`src/inc/e1_alarm_map.svh`:
```
`ifndef E1_ALARM_MAP_SVH
`define E1_ALARM_MAP_SVH

// ****************************************
// register offsets (byte addresses)
// ****************************************
`define CTRL_OFFSET 12'h000
`define STATUS_OFFSET 12'h004
`define MASK_OFFSET 12'h008
`define ALIGN_OFFSET 12'h00C

// ****************************************
// alarm_generation_control fields
// ****************************************
`define TEST_PAT_BIT 7
`define LOF_CRIT_BIT 6
`define REMOTE_SEL_MSB 5
`define REMOTE_SEL_LSB 4
`define CTRL_RESET 8'h00
`define CTRL_WMASK 8'hF0

// ****************************************
// status / mask fields
// ****************************************
`define EV_LOF_BIT 0
`define EV_SEARCH_BIT 1
`define EV_CAS_BIT 2
`define EV_RESET 3'h0

// ****************************************
// frame positions, bits counted 1..8 as 0..7
// ****************************************
`define TS_ALARM 5'h00
`define TS_CAS 5'h10
`define ALARM_BIT_IDX 3'h2
`define MF_ALARM_BIT_IDX 3'h5
`define MF_FRAME0 4'h0

// ****************************************
// timing
// ****************************************
`define CLK_MHZ 100
`define CRC_LOST_MS 8
`define CRC_LOST_CYCLES (`CRC_LOST_MS * `CLK_MHZ * 1000)

`endif

```
`src/inc/e1_alarm_pkg.sv`:
```
package e1_alarm_pkg;

    typedef enum logic [1:0] {
        REMOTE_OFF,
        REMOTE_AUTO,
        REMOTE_FORCED
    } remote_alarm_select_e;

    typedef enum logic [1:0] {
        CRC_IDLE,
        CRC_TIMING,
        CRC_EXPIRED
    } crc_watch_e;

    // position of the bit currently offered on tx_data_in
    typedef struct packed {
        logic [4:0] ts;
        logic [2:0] bit_idx;
        logic fas_frame;
        logic [3:0] mf_frame;
    } tx_pos_s;

    // receive alignment defects, level while lost
    typedef struct packed {
        logic fas_lost;
        logic crc_mf_lost;
        logic cas_mf_lost;
    } rx_align_s;

endpackage : e1_alarm_pkg

```
`src/e1_alarm_generation_control.sv`:
```
`timescale 1ns/1ps
`include "e1_alarm_map.svh"
// Contract
// - control bit 7 set replaces outbound traffic by the test pattern.
// - test pattern is unframed 1,0,1,0 repeating, no alignment overhead.
// - bit 6 zero: CRC multiframe or FAS loss declares LOF at once.
// - bit 6 one: only FAS alignment loss declares LOF at once.
// - bit 6 one: CRC multiframe lost over 8 ms forces a frame search.
// - yellow field 00 or 10 sends neither yellow alarm.
// - field 11: timeslot 0 bit 3 of non-FAS frames is one while FAS lost.
// - field 11: timeslot 16 bit 6 of frame 0 is one while CAS MF lost.
// - forced setting sends both yellow bits as constant ones.
module e1_alarm_generation_control #(
    parameter int unsigned CRC_LOST_CYC = `CRC_LOST_CYCLES
) (
    input wire logic clk,
    input wire logic rst_n,
    input wire logic [11:0] paddr,
    input wire logic psel,
    input wire logic penable,
    input wire logic pwrite,
    input wire logic [31:0] pwdata,
    output logic [31:0] prdata,
    output logic pready,
    output logic pslverr,
    input wire logic tx_data_in,
    input wire e1_alarm_pkg::tx_pos_s tx_pos,
    input wire e1_alarm_pkg::rx_align_s rx_align,
    output logic tx_data_out,
    output logic lof_declared,
    output logic frame_search,
    output logic irq
);

    // ****************************************
    // register bus
    // ****************************************
    logic [7:0] ctrl_reg, ctrl_next;
    logic [2:0] status_reg, status_next;
    logic [2:0] mask_reg, mask_next;
    logic [31:0] prdata_reg, prdata_next;
    logic pready_reg, pready_next;
    logic pslverr_reg, pslverr_next;
    logic irq_reg, irq_next;
    logic setup, access, mapped;
    logic [2:0] events;

    // no wait state: data is looked up in setup, answered in the first access cycle
    always_comb begin
        setup = psel && !penable;
        access = psel && penable && pready_reg;
        mapped = (paddr == `CTRL_OFFSET) || (paddr == `STATUS_OFFSET) ||
                 (paddr == `MASK_OFFSET) || (paddr == `ALIGN_OFFSET);
        pready_next = setup;
        pslverr_next = setup && !mapped;
        prdata_next = prdata_reg;
        if (setup) begin
            case (paddr)
                `CTRL_OFFSET: prdata_next = {24'h00_0000, ctrl_reg};
                `STATUS_OFFSET: prdata_next = {29'h0000_0000, status_reg};
                `MASK_OFFSET: prdata_next = {29'h0000_0000, mask_reg};
                `ALIGN_OFFSET: prdata_next = {27'h000_0000, frame_search,
                    lof_declared, rx_align};
                default: prdata_next = 32'h0000_0000;
            endcase
        end
        ctrl_next = ctrl_reg;
        mask_next = mask_reg;
        if (access && pwrite && paddr == `CTRL_OFFSET) begin
            // only the alarm bits live here; low nibble reads zero
            ctrl_next = pwdata[7:0] & `CTRL_WMASK;
        end
        if (access && pwrite && paddr == `MASK_OFFSET) begin
            mask_next = pwdata[2:0];
        end
        // a new event in the clearing cycle survives
        status_next = status_reg | events;
        if (access && !pwrite && paddr == `STATUS_OFFSET) begin
            status_next = (status_reg & ~prdata_reg[2:0]) | events;
        end
        irq_next = |(status_next & mask_next);
    end

    always_ff @(posedge clk or negedge rst_n) begin
        if (!rst_n) begin
            ctrl_reg <= `CTRL_RESET;
            status_reg <= `EV_RESET;
            mask_reg <= `EV_RESET;
            prdata_reg <= 32'h0000_0000;
            pready_reg <= 1'b0;
            pslverr_reg <= 1'b0;
            irq_reg <= 1'b0;
        end else begin
            ctrl_reg <= ctrl_next;
            status_reg <= status_next;
            mask_reg <= mask_next;
            prdata_reg <= prdata_next;
            pready_reg <= pready_next;
            pslverr_reg <= pslverr_next;
            irq_reg <= irq_next;
        end
    end

    assign prdata = prdata_reg;
    assign pready = pready_reg;
    assign pslverr = pslverr_reg;
    assign irq = irq_reg;

    // ****************************************
    // receive loss of frame and crc watch
    // ****************************************
    e1_alarm_pkg::crc_watch_e crc_state_reg, crc_state_next;
    logic [19:0] crc_cnt_reg, crc_cnt_next;
    logic lof_reg, lof_next;
    logic search_reg, search_next;
    logic cas_prev_reg, cas_prev_next;
    logic crit;

    always_comb begin
        crit = ctrl_reg[`LOF_CRIT_BIT];
        if (crit) begin
            lof_next = rx_align.fas_lost;
        end else begin
            lof_next = rx_align.fas_lost ||
                       rx_align.crc_mf_lost;
        end
        crc_state_next = crc_state_reg;
        crc_cnt_next = crc_cnt_reg;
        search_next = 1'b0;
        cas_prev_next = rx_align.cas_mf_lost;
        // the search is asked once per outage; recovery rearms it
        case (crc_state_reg)
            e1_alarm_pkg::CRC_IDLE: begin
                crc_cnt_next = 20'h0_0000;
                if (crit && rx_align.crc_mf_lost) begin
                    crc_state_next = e1_alarm_pkg::CRC_TIMING;
                end
            end
            e1_alarm_pkg::CRC_TIMING: begin
                if (!crit || !rx_align.crc_mf_lost) begin
                    crc_state_next = e1_alarm_pkg::CRC_IDLE;
                end else if (crc_cnt_reg >= CRC_LOST_CYC[19:0]) begin
                    search_next = 1'b1;
                    crc_state_next = e1_alarm_pkg::CRC_EXPIRED;
                end else begin
                    crc_cnt_next = crc_cnt_reg + 20'h0_0001;
                end
            end
            e1_alarm_pkg::CRC_EXPIRED: begin
                if (!crit || !rx_align.crc_mf_lost) begin
                    crc_state_next = e1_alarm_pkg::CRC_IDLE;
                end
            end
            default: crc_state_next = e1_alarm_pkg::CRC_IDLE;
        endcase
        events = 3'h0;
        events[`EV_LOF_BIT] = lof_next && !lof_reg;
        events[`EV_SEARCH_BIT] = search_next;
        events[`EV_CAS_BIT] = rx_align.cas_mf_lost && !cas_prev_reg;
    end

    always_ff @(posedge clk or negedge rst_n) begin
        if (!rst_n) begin
            crc_state_reg <= e1_alarm_pkg::CRC_IDLE;
            crc_cnt_reg <= 20'h0_0000;
            lof_reg <= 1'b0;
            search_reg <= 1'b0;
            cas_prev_reg <= 1'b0;
        end else begin
            crc_state_reg <= crc_state_next;
            crc_cnt_reg <= crc_cnt_next;
            lof_reg <= lof_next;
            search_reg <= search_next;
            cas_prev_reg <= cas_prev_next;
        end
    end

    assign lof_declared = lof_reg;
    assign frame_search = search_reg;

    // ****************************************
    // transmit insertion
    // ****************************************
    e1_alarm_pkg::remote_alarm_select_e alarm_mode;
    logic [1:0] remote_sel;
    logic pat_on;
    logic alt_reg, alt_next;
    logic tx_reg, tx_next;
    logic at_alarm, at_mf_alarm;

    always_comb begin
        remote_sel = ctrl_reg[`REMOTE_SEL_MSB:`REMOTE_SEL_LSB];
        pat_on = ctrl_reg[`TEST_PAT_BIT];
        case (remote_sel)
            2'b11: alarm_mode = e1_alarm_pkg::REMOTE_AUTO;
            2'b01: alarm_mode = e1_alarm_pkg::REMOTE_FORCED;
            default: alarm_mode = e1_alarm_pkg::REMOTE_OFF;
        endcase
        at_alarm = tx_pos.ts == `TS_ALARM && !tx_pos.fas_frame &&
                   tx_pos.bit_idx == `ALARM_BIT_IDX;
        at_mf_alarm = tx_pos.ts == `TS_CAS && tx_pos.mf_frame == `MF_FRAME0 &&
                      tx_pos.bit_idx == `MF_ALARM_BIT_IDX;
        tx_next = tx_data_in;
        alt_next = 1'b1;
        if (pat_on) begin
            // frame position is ignored: the pattern carries no FAS
            tx_next = alt_reg;
            alt_next = !alt_reg;
        end else if (alarm_mode == e1_alarm_pkg::REMOTE_FORCED) begin
            if (at_alarm || at_mf_alarm) begin
                tx_next = 1'b1;
            end
        end else if (alarm_mode == e1_alarm_pkg::REMOTE_AUTO) begin
            if (at_alarm && rx_align.fas_lost) begin
                tx_next = 1'b1;
            end
            if (at_mf_alarm && rx_align.cas_mf_lost) begin
                tx_next = 1'b1;
            end
        end
    end

    always_ff @(posedge clk or negedge rst_n) begin
        if (!rst_n) begin
            alt_reg <= 1'b1;
            tx_reg <= 1'b0;
        end else begin
            alt_reg <= alt_next;
            tx_reg <= tx_next;
        end
    end

    assign tx_data_out = tx_reg;
endmodule : e1_alarm_generation_control

```
`config.mk`:
```
export PLATFORM = sky130hd
export DESIGN_NAME = e1_alarm_generation_control
export DESIGN_NICKNAME = d
export VERILOG_FILES = /design/src/inc/e1_alarm_pkg.sv /design/src/e1_alarm_generation_control.sv
export VERILOG_INCLUDE_DIRS = /design/src /design/src/inc
export SDC_FILE = /design/constraint.sdc
export NUM_CORES = 1
export LEC_CHECK = 0
export BUFFER_PORTS_ARGS = -buffer_cell sky130_fd_sc_hd__clkbuf_2
export CELL_PAD_IN_SITES_DETAIL_PLACEMENT = 0
export CELL_PAD_IN_SITES_GLOBAL_PLACEMENT = 1
export CORE_UTILIZATION = 36
export CTS_CLUSTER_SIZE = 24
export DETAILED_ROUTE_END_ITERATION = 6
export PLACE_DENSITY = 0.85
export SYNTH_ARGS = -nofsm -noshare
export SYNTH_HDL_FRONTEND = slang
export SYNTH_SLANG_ARGS = --single-unit
```
`constraint.sdc`:
```
create_clock -name clk -period 2.8 [get_ports clk]
set_clock_uncertainty 0.2 [all_clocks]
set_input_delay 0.28 -clock clk [delete_from_list [all_inputs] [get_ports clk]]
set_output_delay 0.28 -clock clk [all_outputs]
set_load 0.05 [all_outputs]
```
* After elaboration in Yosys (flattened, before gate mapping)
Index checks and enable logic that the tools add are counted.
Word-level totals: input bits 66, register bits after elaboration 72, logic and storage cells 102, output and inout bits 38
Operators by class: reduce and logical (&&, ||, !) cells 41, equality and inequality tests 17, multiplexer cells 23, add/subtract/negate cells 1, bitwise operators 5, order comparisons 1
Operators with widths (count):
- 2-to-1 mux 20 bit | 2
- one-hot mux 20 bit (2 select lines) | 1
- one-hot mux 8 bit (4 select lines) | 1
- == test 12 x 4 -> 1 bit (second input constant) | 2
- adder 20 x 1 -> 20 bit (second input constant) | 1
- >= comparator 20 bit (second input constant) | 1
- logical AND 1 bit | 18
- == test 12 x 3 -> 1 bit (second input constant) | 1
- zero test 12 bit | 1
- 2-to-1 mux 1 bit | 11
- zero test 1 bit | 9
- 2-to-1 mux 2 bit | 4
- inequality test 2 bit (second input constant) | 4
- bitwise AND 3 bit | 2
- == test 2 x 1 -> 1 bit (second input constant) | 3
- == test 2 bit (second input constant) | 3
- logical OR 1 bit | 6
- 2-to-1 mux 3 bit | 2
- bitwise OR 3 bit | 2
- one-hot mux 2 bit (3 select lines) | 1
- AND reduction 3 bit | 2
- == test 5 bit (second input constant) | 1
- zero test 5 bit | 1
- zero test 4 bit | 1
- other kinds (8) | 8

* Logic depth before layout (Yosys ltp)
Gate-level depths: netlist (run 1).
depth in word-level cells 9, depth in mapped cells 7, mapped depth without buffers 5

* Worst setup path before layout (run 1)
Ideal clock, no wire load.
kind flip-flop to flip-flop, from register crc_cnt_reg[16], to register crc_cnt_reg[10], arrival 1.878 ns, library setup time 0.136 ns, slack 0.586 ns, buffers on the path 2, required time 2.464 ns, stages on the path, launching flop included 7, clock period less this slack 2.214 ns, path through dfrtp_1 or4_4 o211a_4 clkbuf_1 clkbuf_1 o31ai_1 a21oi_1
Between the ends: longest elaborated chain between the ends 3
Ends and longest elaborated chain:
- from (decl) | line e1_alarm_generation_control.sv:113 | logic [19:0] crc_cnt_reg, crc_cnt_next;
- from (signal assigned) | line e1_alarm_generation_control.sv:171 | crc_cnt_reg <= crc_cnt_next;
- >= comparator 20 bit | line e1_alarm_generation_control.sv:142 | end else if (crc_cnt_reg >= CRC_LOST_CYC[19:0]) begin
- inequality test 2 bit (no line)
- AND reduction 3 bit (no line)
No other way between the ends. A chain may end at the register's enable or synchronous reset.

* Worst setup path in the final report (run 1)
from register crc_cnt_reg[16], to register crc_cnt_reg[3]
Same word-level chain as after synthesis.

==> results of run 1 <==
## worst max path at each step
| stage | to | startpoint | cells after the start | slack [ns] |
|---|---|---|---|---|
| 4_1_cts | crc_cnt_reg[4]$_DFFE_PN0P_ | crc_cnt_reg[16]$_DFFE_PN0P_ | 4 | 0.51 |
| 6_report | crc_cnt_reg[3]$_DFFE_PN0P_ | crc_cnt_reg[16]$_DFFE_PN0P_ | 4 | 0.50 |
| 5_1_grt | crc_cnt_reg[3]$_DFFE_PN0P_ | crc_cnt_reg[16]$_DFFE_PN0P_ | 4 | 0.42 |
| 2_1_floorplan | crc_cnt_reg[10]$_DFFE_PN0P_ | crc_cnt_reg[16]$_DFFE_PN0P_ | 6 | 0.59 |
| 3_5_place_dp | crc_cnt_reg[9]$_DFFE_PN0P_ | crc_cnt_reg[16]$_DFFE_PN0P_ | 4 | 0.52 |
| 3_3_place_gp | crc_cnt_reg[3]$_DFFE_PN0P_ | crc_cnt_reg[16]$_DFFE_PN0P_ | 4 | 0.56 |
## worst max-delay path: cells and delay by family, from the launching register on
family           cells  cell delay, ns
AO/OA/AOI/OAI        2            0.51
flip-flops           1            0.42
AND/OR/NAND/NOR      2            1.08
## cell type report
| class | instances | area, sq um |
|---|---|---|
| sequential | 48 | 1200 |
| multi-input combinational | 201 | 1240 |
| clock buffer | 5 | 68.8 |
| inverter | 15 | 56.3 |
| timing repair buffer | 65 | 368 |
| tap | 96 | 120 |
| clock inverter | 3 | 47.5 |
| fill | 690 | 3840 |
## per-stage QoR
| step | total power (uW) | hold slack (ns) | instance area (sq um) | util | setup WS, ns |
|---|---|---|---|---|---|
| 6_report | 1380 | 0.0116 | 3100 | 0.446 | 0.502 |
| 5_1_grt | 1440 | 0.0322 | 3100 | 0.446 | 0.416 |
| 4_1_cts | 1400 | 0.0118 | 3100 | 0.446 | 0.507 |
| 3_5_place_dp | 865 | 0.262 | 2920 | 0.421 | 0.522 |
| 3_3_place_gp | 864 | 0.248 | 2920 | 0.421 | 0.560 |
| 2_1_floorplan | 837 | -0.216 | 2740 | - | 0.586 |
## logic make-up after synthesis
| logic type | share of synthesized area |
|---|---|
| and+or+nand+nor | 0.222 |
| muxes | 0.0364 |
| other | 0.00142 |
| DFF | 0.454 |
| buffers and inverters | 0.112 |
| AOI/OAI and AO/OA | 0.155 |
| adders and majority gates | 0.00944 |
| xor gates and xnor gates | 0.00992 |
## power by group
part / internal (uW) / leakage, uW / switching, uW
registers: 696 / 0.000647 / 1.66
logic: 36.3 / 0.000727 / 123
clock network: 269 / 0.0000583 / 257
## routing by layer
metal	wire length, microns	part of all wire	track usage	up-vias
met4	80	0.014	0.0581	0
met3	235	0.040	0.0273	6
met1	2760	0.47	0.222	1078
met5	0	0	0	-
li1	-	-	-	1081
met2	2770	0.47	0.271	63
## layout by cell type, fill, tap and decap left out, types with 8 or more instances in the layout
cell type	n
nand2_1	24
o21ai_0	8
inv_1	15
or4_1	12
nand3_1	8
o31ai_1	19
dfrtp_1	47
a21oi_1	18
conb_1	24
nor2_1	13
clkbuf_2	54
## what timing repair did
action,4_1_cts,5_1_grt
gates resized for setup,0,0
endpoints found under the hold margin,40,0
setup endpoints to repair,0,0
hold buffers,6,0
==> flow_summary.toml, run 1 <==
[critical_path]
r2r-start = "crc_cnt_reg[16]$_DFFE_PN0P_"
critical_path_class = "reg2reg"
end_kind = "flop"
start_kind = "flop"
timing.reg2reg.setup_slack_ns = 0.50
cpPeakStageDelay_ns = 0.55
r2r_end = "crc_cnt_reg[3]$_DFFE_PN0P_"
slowest_stage = "or4_4"
worstRegToRegCells = 4
crit_arrival_ns = 2.33
crit_fanout = 32
crit_chain = "or4_4 > o211a_4 > or4_1 > a21oi_1"
cp.required_ns = 2.83

[logic_synthesis]
synth-edff-count = 0
synth_area_leader_cell = "dfrtp_1"
synth_common_cells = "dfrtp_1, buf_4, nand2_1, o31ai_1, a21oi_1"
synthTopCellsByArea = "dfrtp_1, buf_4, o31ai_1"
synthArstFlopShare = 1.00
syn_area_sq_mm = 0.00265
avgSynthCellArea_sq_um = 9.50
synth_top_area_share = 0.444
synth_flop_cell = "dfrtp_1"
syn_inst = 279
yosysMostFrequentCell = "dfrtp_1"
synth.distinct_cells = 46
seq_area_frac_synth = 0.454
yosys_warnings = 0
synth_seq_cells = 48

[timing]
grt_setup_unrepaired = "false"
timing.final.crit_period_ns = 2.30
finalCritPeriodShare = 0.821
tns_ns = 0
relSlewSlack = 0.360
setup_viol = 0
fmax_ghz = 0.435
hold_viol = 0
slew_viol_final = 0
worst_slew_pin_slew_ns = 0.961

[floorplan]
dieArea_sq_mm = 0.00771
num_io_pins = 104
die_y_microns = 87.8
initial_core_util = 0.382
rows = 30
coreArea_sq_mm = 0.00694
die_w_microns = 87.8

[route]
viasPerCell = 5.15
routedWlPerCell_microns = 13.5
first_pass_iters = 4
drc_errors = 0
drt_iter0_markers = 172
wl_microns = 5850
ant_nets = 0
vias = 2228

[global_routing]
grt_pass1_wl_microns = 9870
grt_max_degree = 39
antenna_found_initial = 0
grt_overflow = 0
gr-usage-all-layers = 0.165
grt_pass1_vias = 2086

[finish]
area_delta_synth_final_pct = 17.0
layoutNonFillerInstCount = 433
nets = 404
antennaDiodeCount = 0
largest_register_ffs = 20
layout-drive-gt1-share = 0.231

[status]
status = "completed"

[clock_network]
cts_buffers = 5
clk_pin_slew_ns = 0.09
clock_latency_ns = 0.31
clk_path_buf_depth = 2
cts_sinks = 48
cts_setup_buffers = 0
htreeDepth = 2
root_buffer = "clkbuf_8"
cts_tree = "built"

[placement]
dp_cells = 419
post-dp-hpwl_microns = 4270
gp_congestion = 0.803
port_buffers = 54

[run]
maxCapViolCount = 0

[hold_path]
min_path_type = "in2reg"
worstHoldStart = "pwdata[1]"
hold_end = "mask_reg[1]$_DFF_PN0_"
min_path_cells = 3

[power]
p_leak_uw = 0.00143
p_per_area_mw_per_mm2 = 446
ir_drop_mv = 0.181
(Power assumes the default switching activity.)
==> inputs of run 2 (changes only) <==
Settings changed: CORE_UTILIZATION 36 to 32, PLACE_DENSITY 0.85 to 0.81.
Clock period 2.8 ns to 2 ns, I/O delays scaled along.
==> run 2 against run 1 <==
The run now ends with setup timing left. Wire length grew 12%. Clock power grew 37%. Non-clock buffer count grew 27. Via count is 6.3% higher. Utilization decreased by 0.95 points. First-iteration DRC count fell by 47%. Die area grew 12%. Final cell count increased by 8.1%. Critical path depth did not move. Hold slack improved by 0.055 ns. Combinational power up 49%. Highest routed layer unchanged.
==> flow_summary.toml, run 2 (synthesis gave the netlist of run 1 again) <==
[power]
internal_power_uw = 1410
p_switching_uw = 524
p_per_area_mw_per_mm2 = 562
ir_drop_mv = 0.252
p_sw_frac = 0.270
pwr-share-comb = 0.122
p_leak_uw = 0.00164
clockPowerShare = 0.373
power_frac_seq = 0.504

[placement]
port_buffers = 54
gp_congestion = 0.740
post-dp-hpwl_microns = 4640

[hold_path]
min_path_cells = 3
min_path_type = "in2reg"
hold_end = "mask_reg[2]$_DFF_PN0_"
worstHoldStart = "pwdata[2]"

[timing]
timing.final.crit_period_ns = 2.11
relSlewSlack = 0.608
worst_slew_pin_slew_ns = 0.589
finalCritPeriodShare = 1.05
tns_ns = -1.08
setup_slack_ns = -0.106
setup_viol = 15
grt_setup_unrepaired = "true"
slew_viol_final = 0
hold_viol = 0
fmax_ghz = 0.475
holdWs_ns = 0.0663

[critical_path]
path_buf_inv = 0
r2r_end = "crc_cnt_reg[0]$_DFFE_PN0P_"
crit_family = "simple AND/OR/NAND/NOR gates"
cp.required_ns = 2.01
timing.reg2reg.setup_slack_ns = -0.11
crit_arrival_ns = 2.12
crit_chain = "or4_4 > o211a_4 > or4b_1 > o31ai_1"
cpPeakStageDelay_ns = 0.58
worstRegToRegCells = 4
crit_fanout = 8
crit_cells = 4
start_kind = "flop"
critical_path_class = "reg2reg"
end_kind = "flop"
slowest_stage = "or4_4"
r2r-start = "crc_cnt_reg[15]$_DFFE_PN0P_"

[global_routing]
grt_busiest_layer = "met2"
use_met2 = 0.254
grt_pass1_wl_microns = 10900
grt_overflow = 0
grt_use_met3 = 0.0252
use_met1 = 0.216
antenna_found_initial = 0
grt_pass1_vias = 2283
grt_max_degree = 30
gr-usage-all-layers = 0.159

[status]
violations = "setup timing"
status = "complete, but fails checks"

[clock_network]
root_buffer = "clkbuf_8"
clk_path_buf_depth = 2
cts_buffers = 5
cts_tree = "built"
clk_pin_slew_ns = 0.09
htreeDepth = 2
clock_latency_ns = 0.31
cts_sinks = 48

[finish]
mostFrequentLayoutCells = "clkbuf_2, dfrtp_1, nand2_1, conb_1, buf_4"
fillers = 795
area_delta_synth_final_pct = 30.1
nets = 433
layout-drive-gt1-share = 0.311
final_common_cell = "clkbuf_2"
antennaDiodeCount = 0
largest_register_ffs = 20

[floorplan]
die_y_microns = 93
num_io_pins = 104
initial_core_util = 0.336
die_w_microns = 93
dieArea_sq_mm = 0.00865
rows = 32
coreArea_sq_mm = 0.00789

[route]
ant_nets = 0
first_pass_iters = 4
viasPerCell = 5.06
routedWlPerCell_microns = 14.0
wl_microns = 6540
vias = 2368
drc_errors = 0
drt_iter0_markers = 92

[run]
maxCapViolCount = 0
## run 2: worst register-to-register path: cells and delay by family, from the launching register on
| kind | cells | cell delay [ns] |
|---|---|---|
| AOI/OAI and AO/OA | 2 | 0.37 |
| DFF | 1 | 0.39 |
| and+or+nand+nor | 2 | 1.06 |
## run 2: how the worst max path moves through the flow
stage	startpoint	endpoint	slack, ns
after CTS	crc_cnt_reg[14]$_DFFE_PN0P_	crc_cnt_reg[0]$_DFFE_PN0P_	-0.09
after detailed placement	crc_cnt_reg[15]$_DFFE_PN0P_	crc_cnt_reg[5]$_DFFE_PN0P_	-0.21
after floorplan	crc_cnt_reg[15]$_DFFE_PN0P_	crc_cnt_reg[0]$_DFFE_PN0P_	-0.14
after global placement	crc_cnt_reg[15]$_DFFE_PN0P_	crc_cnt_reg[5]$_DFFE_PN0P_	-0.20
final	crc_cnt_reg[15]$_DFFE_PN0P_	crc_cnt_reg[0]$_DFFE_PN0P_	-0.11
after global routing	crc_cnt_reg[17]$_DFFE_PN0P_	crc_cnt_reg[3]$_DFFE_PN0P_	-0.17
## run 2: power groups by stage
stage          Sequential, uW  Clock, uW  Combinational [uW]
6_report                  977        724                 237
5_1_grt                   978        780                 254
4_1_cts                   977        747                 239
3_5_place_dp              997          0                 220
3_3_place_gp              996          0                 219
2_1_floorplan            1010          0                 161
## run 2: repair_timing
item	CTS	global route
buffers inserted	2	1
gates cloned	2	0
hold buffers	12	0
pin swaps	6	6
setup endpoints to repair	16	18
gates resized for setup	2	16
endpoints found under the hold margin	31	0
## run 2: metrics by stage
stage	instance area [sq um]	cells	power (uW)	util	setup slack, ns
5_1_grt	3450	468	2010	0.437	-0.171
6_report	3450	468	1940	0.437	-0.106
3_5_place_dp	3100	443	1220	0.393	-0.211
4_1_cts	3380	467	1960	0.428	-0.0886
3_3_place_gp	3100	443	1220	0.393	-0.205
2_1_floorplan	2760	302	1170	-	-0.142
## run 2: area by class of cell
class	instances	area, sq um	share of cell area
Multi-Input combinational cell	203	1330	0.386
Clock buffer	5	68.8	0.0200
Clock inverter	3	47.5	0.0138
Tap cell	102	128	0.0370
Sequential cell	48	1200	0.349
Timing Repair Buffer	92	614	0.178
Inverter	15	56.3	0.0163
## run 2: routing by layer
| metal | share of wire | wire, microns |
|---|---|---|
| met5 | 0 | 0 |
| met4 | 0.018 | 116 |
| met3 | 0.029 | 190 |
| met2 | 0.49 | 3180 |
| met1 | 0.47 | 3060 |
==> inputs of run 3 (changes only) <==
Settings changed: ABC_AREA set to 1, CELL_PAD_IN_SITES_DETAIL_PLACEMENT 0 to 2, CELL_PAD_IN_SITES_GLOBAL_PLACEMENT 1 to 2, CORE_UTILIZATION 32 to 24, PLACE_DENSITY 0.81 to 0.8, REMOVE_ABC_BUFFERS set to 1.
==> run 3 against run 2 <==
The run now ends clean. Critical path depth up 4. Wire length is 40% higher. Hold slack got worse by 0.054 ns. Cell area increased by 4.9%. Flip-flop and latch count stayed put. Global-route usage decreased by 0.51 points. Final cell count grew 30%. Sequential share of layout area down 1.6 points. Critical path type unchanged. Largest cell class unchanged.
==> flow_summary.toml, run 3 <==
[status]
status = "completed"

[logic_synthesis]
syn_area_sq_mm = 0.00293
avgSynthCellArea_sq_um = 7.56
synth_top_family_by_area = "simple AND/OR/NAND/NOR gates"
synth_adder_area_share = 0.00853
synthSimpleGateAreaFrac = 0.364
synth_mux_area_frac = 0
synth_area_leader_cell = "dfrtp_1"
synthXorXnorAreaFrac = 0
synthArstFlopShare = 1.00
synth_seq_cells = 48
synth_compound_area_frac = 0.0798
seq_area_frac_synth = 0.410
syn_inst = 388
synth_common_cells = "nand2_1, dfrtp_1, inv_1, nor2_1, nand3_1"
synth.distinct_cells = 43
synth_top_area_share = 0.401
yosysMostFrequentCell = "nand2_1"
yosys_warnings = 0
synth-edff-count = 0
synth_flop_cell = "dfrtp_1"
synthTopCellsByArea = "dfrtp_1, nand2_1, buf_4"

[finish]
layout-drive-gt1-share = 0.204
seq_area_sq_mm = 0.00120
area_delta_synth_final_pct = 23.3
largest_register_ffs = 20
mostFrequentLayoutCells = "nand2_1, clkbuf_2, dfrtp_1, inv_1, nor2_1"
multiInputGateArea_sq_mm = 0.00142
antennaDiodeCount = 0
nets = 528
final_common_cell = "nand2_1"
fillers = 1422
final_area_sq_mm = 0.00361

[timing]
setup_slack_ns = 0.149
fmax_ghz = 0.540
tns_ns = 0
hold_viol = 0
holdWs_ns = 0.0122
timing.final.crit_period_ns = 1.85
grt_setup_unrepaired = "false"
slew_viol_final = 0
setup_viol = 0
finalCritPeriodShare = 0.925

[clock_network]
clock_latency_ns = 0.30
cts_buffers = 5
root_buffer = "clkbuf_16"
clk_pin_slew_ns = 0.07
htreeDepth = 2
clk_path_buf_depth = 2
cts_tree = "built"
cts_sinks = 48

[hold_path]
min_path_cells = 3
worstHoldStart = "psel"
min_path_type = "in2reg"
hold_end = "pready$_DFF_PN0_"

[critical_path]
cp.required_ns = 1.98
r2r-start = "crc_cnt_reg[17]$_DFFE_PN0P_"
start_kind = "flop"
critical_path_class = "reg2reg"
timing.reg2reg.setup_slack_ns = 0.15
end_kind = "flop"
worstRegToRegCells = 8
r2r_end = "crc_cnt_reg[13]$_DFFE_PN0P_"
crit_arrival_ns = 1.83
crit_fanout = 28

[floorplan]
dieArea_sq_mm = 0.0127
rows = 40
initial_core_util = 0.245
num_io_pins = 104
coreArea_sq_mm = 0.0120
die_y_microns = 113
die_w_microns = 113

[route]
wl_microns = 9130
first_pass_iters = 4
viasPerCell = 4.64
routedWlPerCell_microns = 15.0
ant_nets = 0
drt_iter0_markers = 86
drc_errors = 0
vias = 2824

[global_routing]
grt_overflow = 0
grt_pass1_wl_microns = 15200
antenna_found_initial = 0
grt_pass1_vias = 3221
gr-usage-all-layers = 0.154
grt_max_degree = 30

[placement]
placed_area_sq_mm = 0.00328
post-dp-hpwl_microns = 6980
port_buffers = 54
gp_congestion = 0.765
dp_slack_ns = 0.0738

[power]
total_power_uw = 2430
ir_drop_mv = 0.290
p_per_area_mw_per_mm2 = 673
p_leak_uw = 0.00183

[run]
maxCapViolCount = 0
run 3: routing by layer:
layer | part of all wire | track usage | up-vias | wire length [microns]
met5 | 0 | 0 | - | 0
met4 | 0.015 | 0.0516 | 0 | 134
met3 | 0.032 | 0.0216 | 9 | 290
met2 | 0.55 | 0.307 | 66 | 5050
met1 | 0.40 | 0.162 | 1406 | 3650
li1 | - | - | 1343 | -
run 3: timing repair:
| action | 4_1_cts | 5_1_grt |
|---|---|---|
| gates resized for setup | 0 | 3 |
| endpoints found under the hold margin | 58 | 0 |
| setup endpoints to repair | 0 | 2 |
| hold buffers | 13 | 0 |
| setup buffers | 0 | 0 |
run 3: worst max-delay path by stage:
stage                                start                          end  cells after the start
2_1_floorplan             pready$_DFF_PN0_                irq$_DFF_PN0_                      7
3_3_place_gp    crc_cnt_reg[0]$_DFFE_PN0P_  crc_cnt_reg[10]$_DFFE_PN0P_                      8
3_5_place_dp    crc_cnt_reg[0]$_DFFE_PN0P_  crc_cnt_reg[10]$_DFFE_PN0P_                      8
4_1_cts         crc_cnt_reg[0]$_DFFE_PN0P_  crc_cnt_reg[10]$_DFFE_PN0P_                      8
5_1_grt        crc_cnt_reg[17]$_DFFE_PN0P_  crc_cnt_reg[13]$_DFFE_PN0P_                      8
6_report       crc_cnt_reg[17]$_DFFE_PN0P_  crc_cnt_reg[13]$_DFFE_PN0P_                      8
run 3: where the power goes:
part / leakage (uW) / internal (uW) / switching, uW
Combinational: 0.00111 / 75.6 / 227
Clock: 0.0000944 / 722 / 415
Sequential: 0.000620 / 982 / 9.80
run 3: critical path, stage by stage, from the launching register on:
cell	delay [ns]
dfrtp_1	0.40
inv_1	0.13
nand2_1	0.08
o21bai_2	0.25
nand3_4	0.19
nand2_8	0.21
inv_1	0.12
nand2_1	0.07
o21ai_1	0.07
run 3: per-stage QoR:
step                      cells  utilization
after CTS                   608        0.302
after global routing        608        0.302
after global placement      587        0.274
after floorplan             382            -
after detailed placement    587        0.274
final                       608        0.302
run 3: kinds of logic after synthesis:
logic type,Yosys count
compound gates,40
fa+ha+maj,2
buf+inv,77
flops,48
other cells,1
simple gates,220
run 3: layout make-up:
cell class,count,area share
Tap cell,147,0.0509
Sequential cell,48,0.333
Inverter,48,0.0498
Clock buffer,5,0.0346
Multi-Input combinational cell,286,0.394
Clock inverter,3,0.0190
Timing Repair Buffer,71,0.119
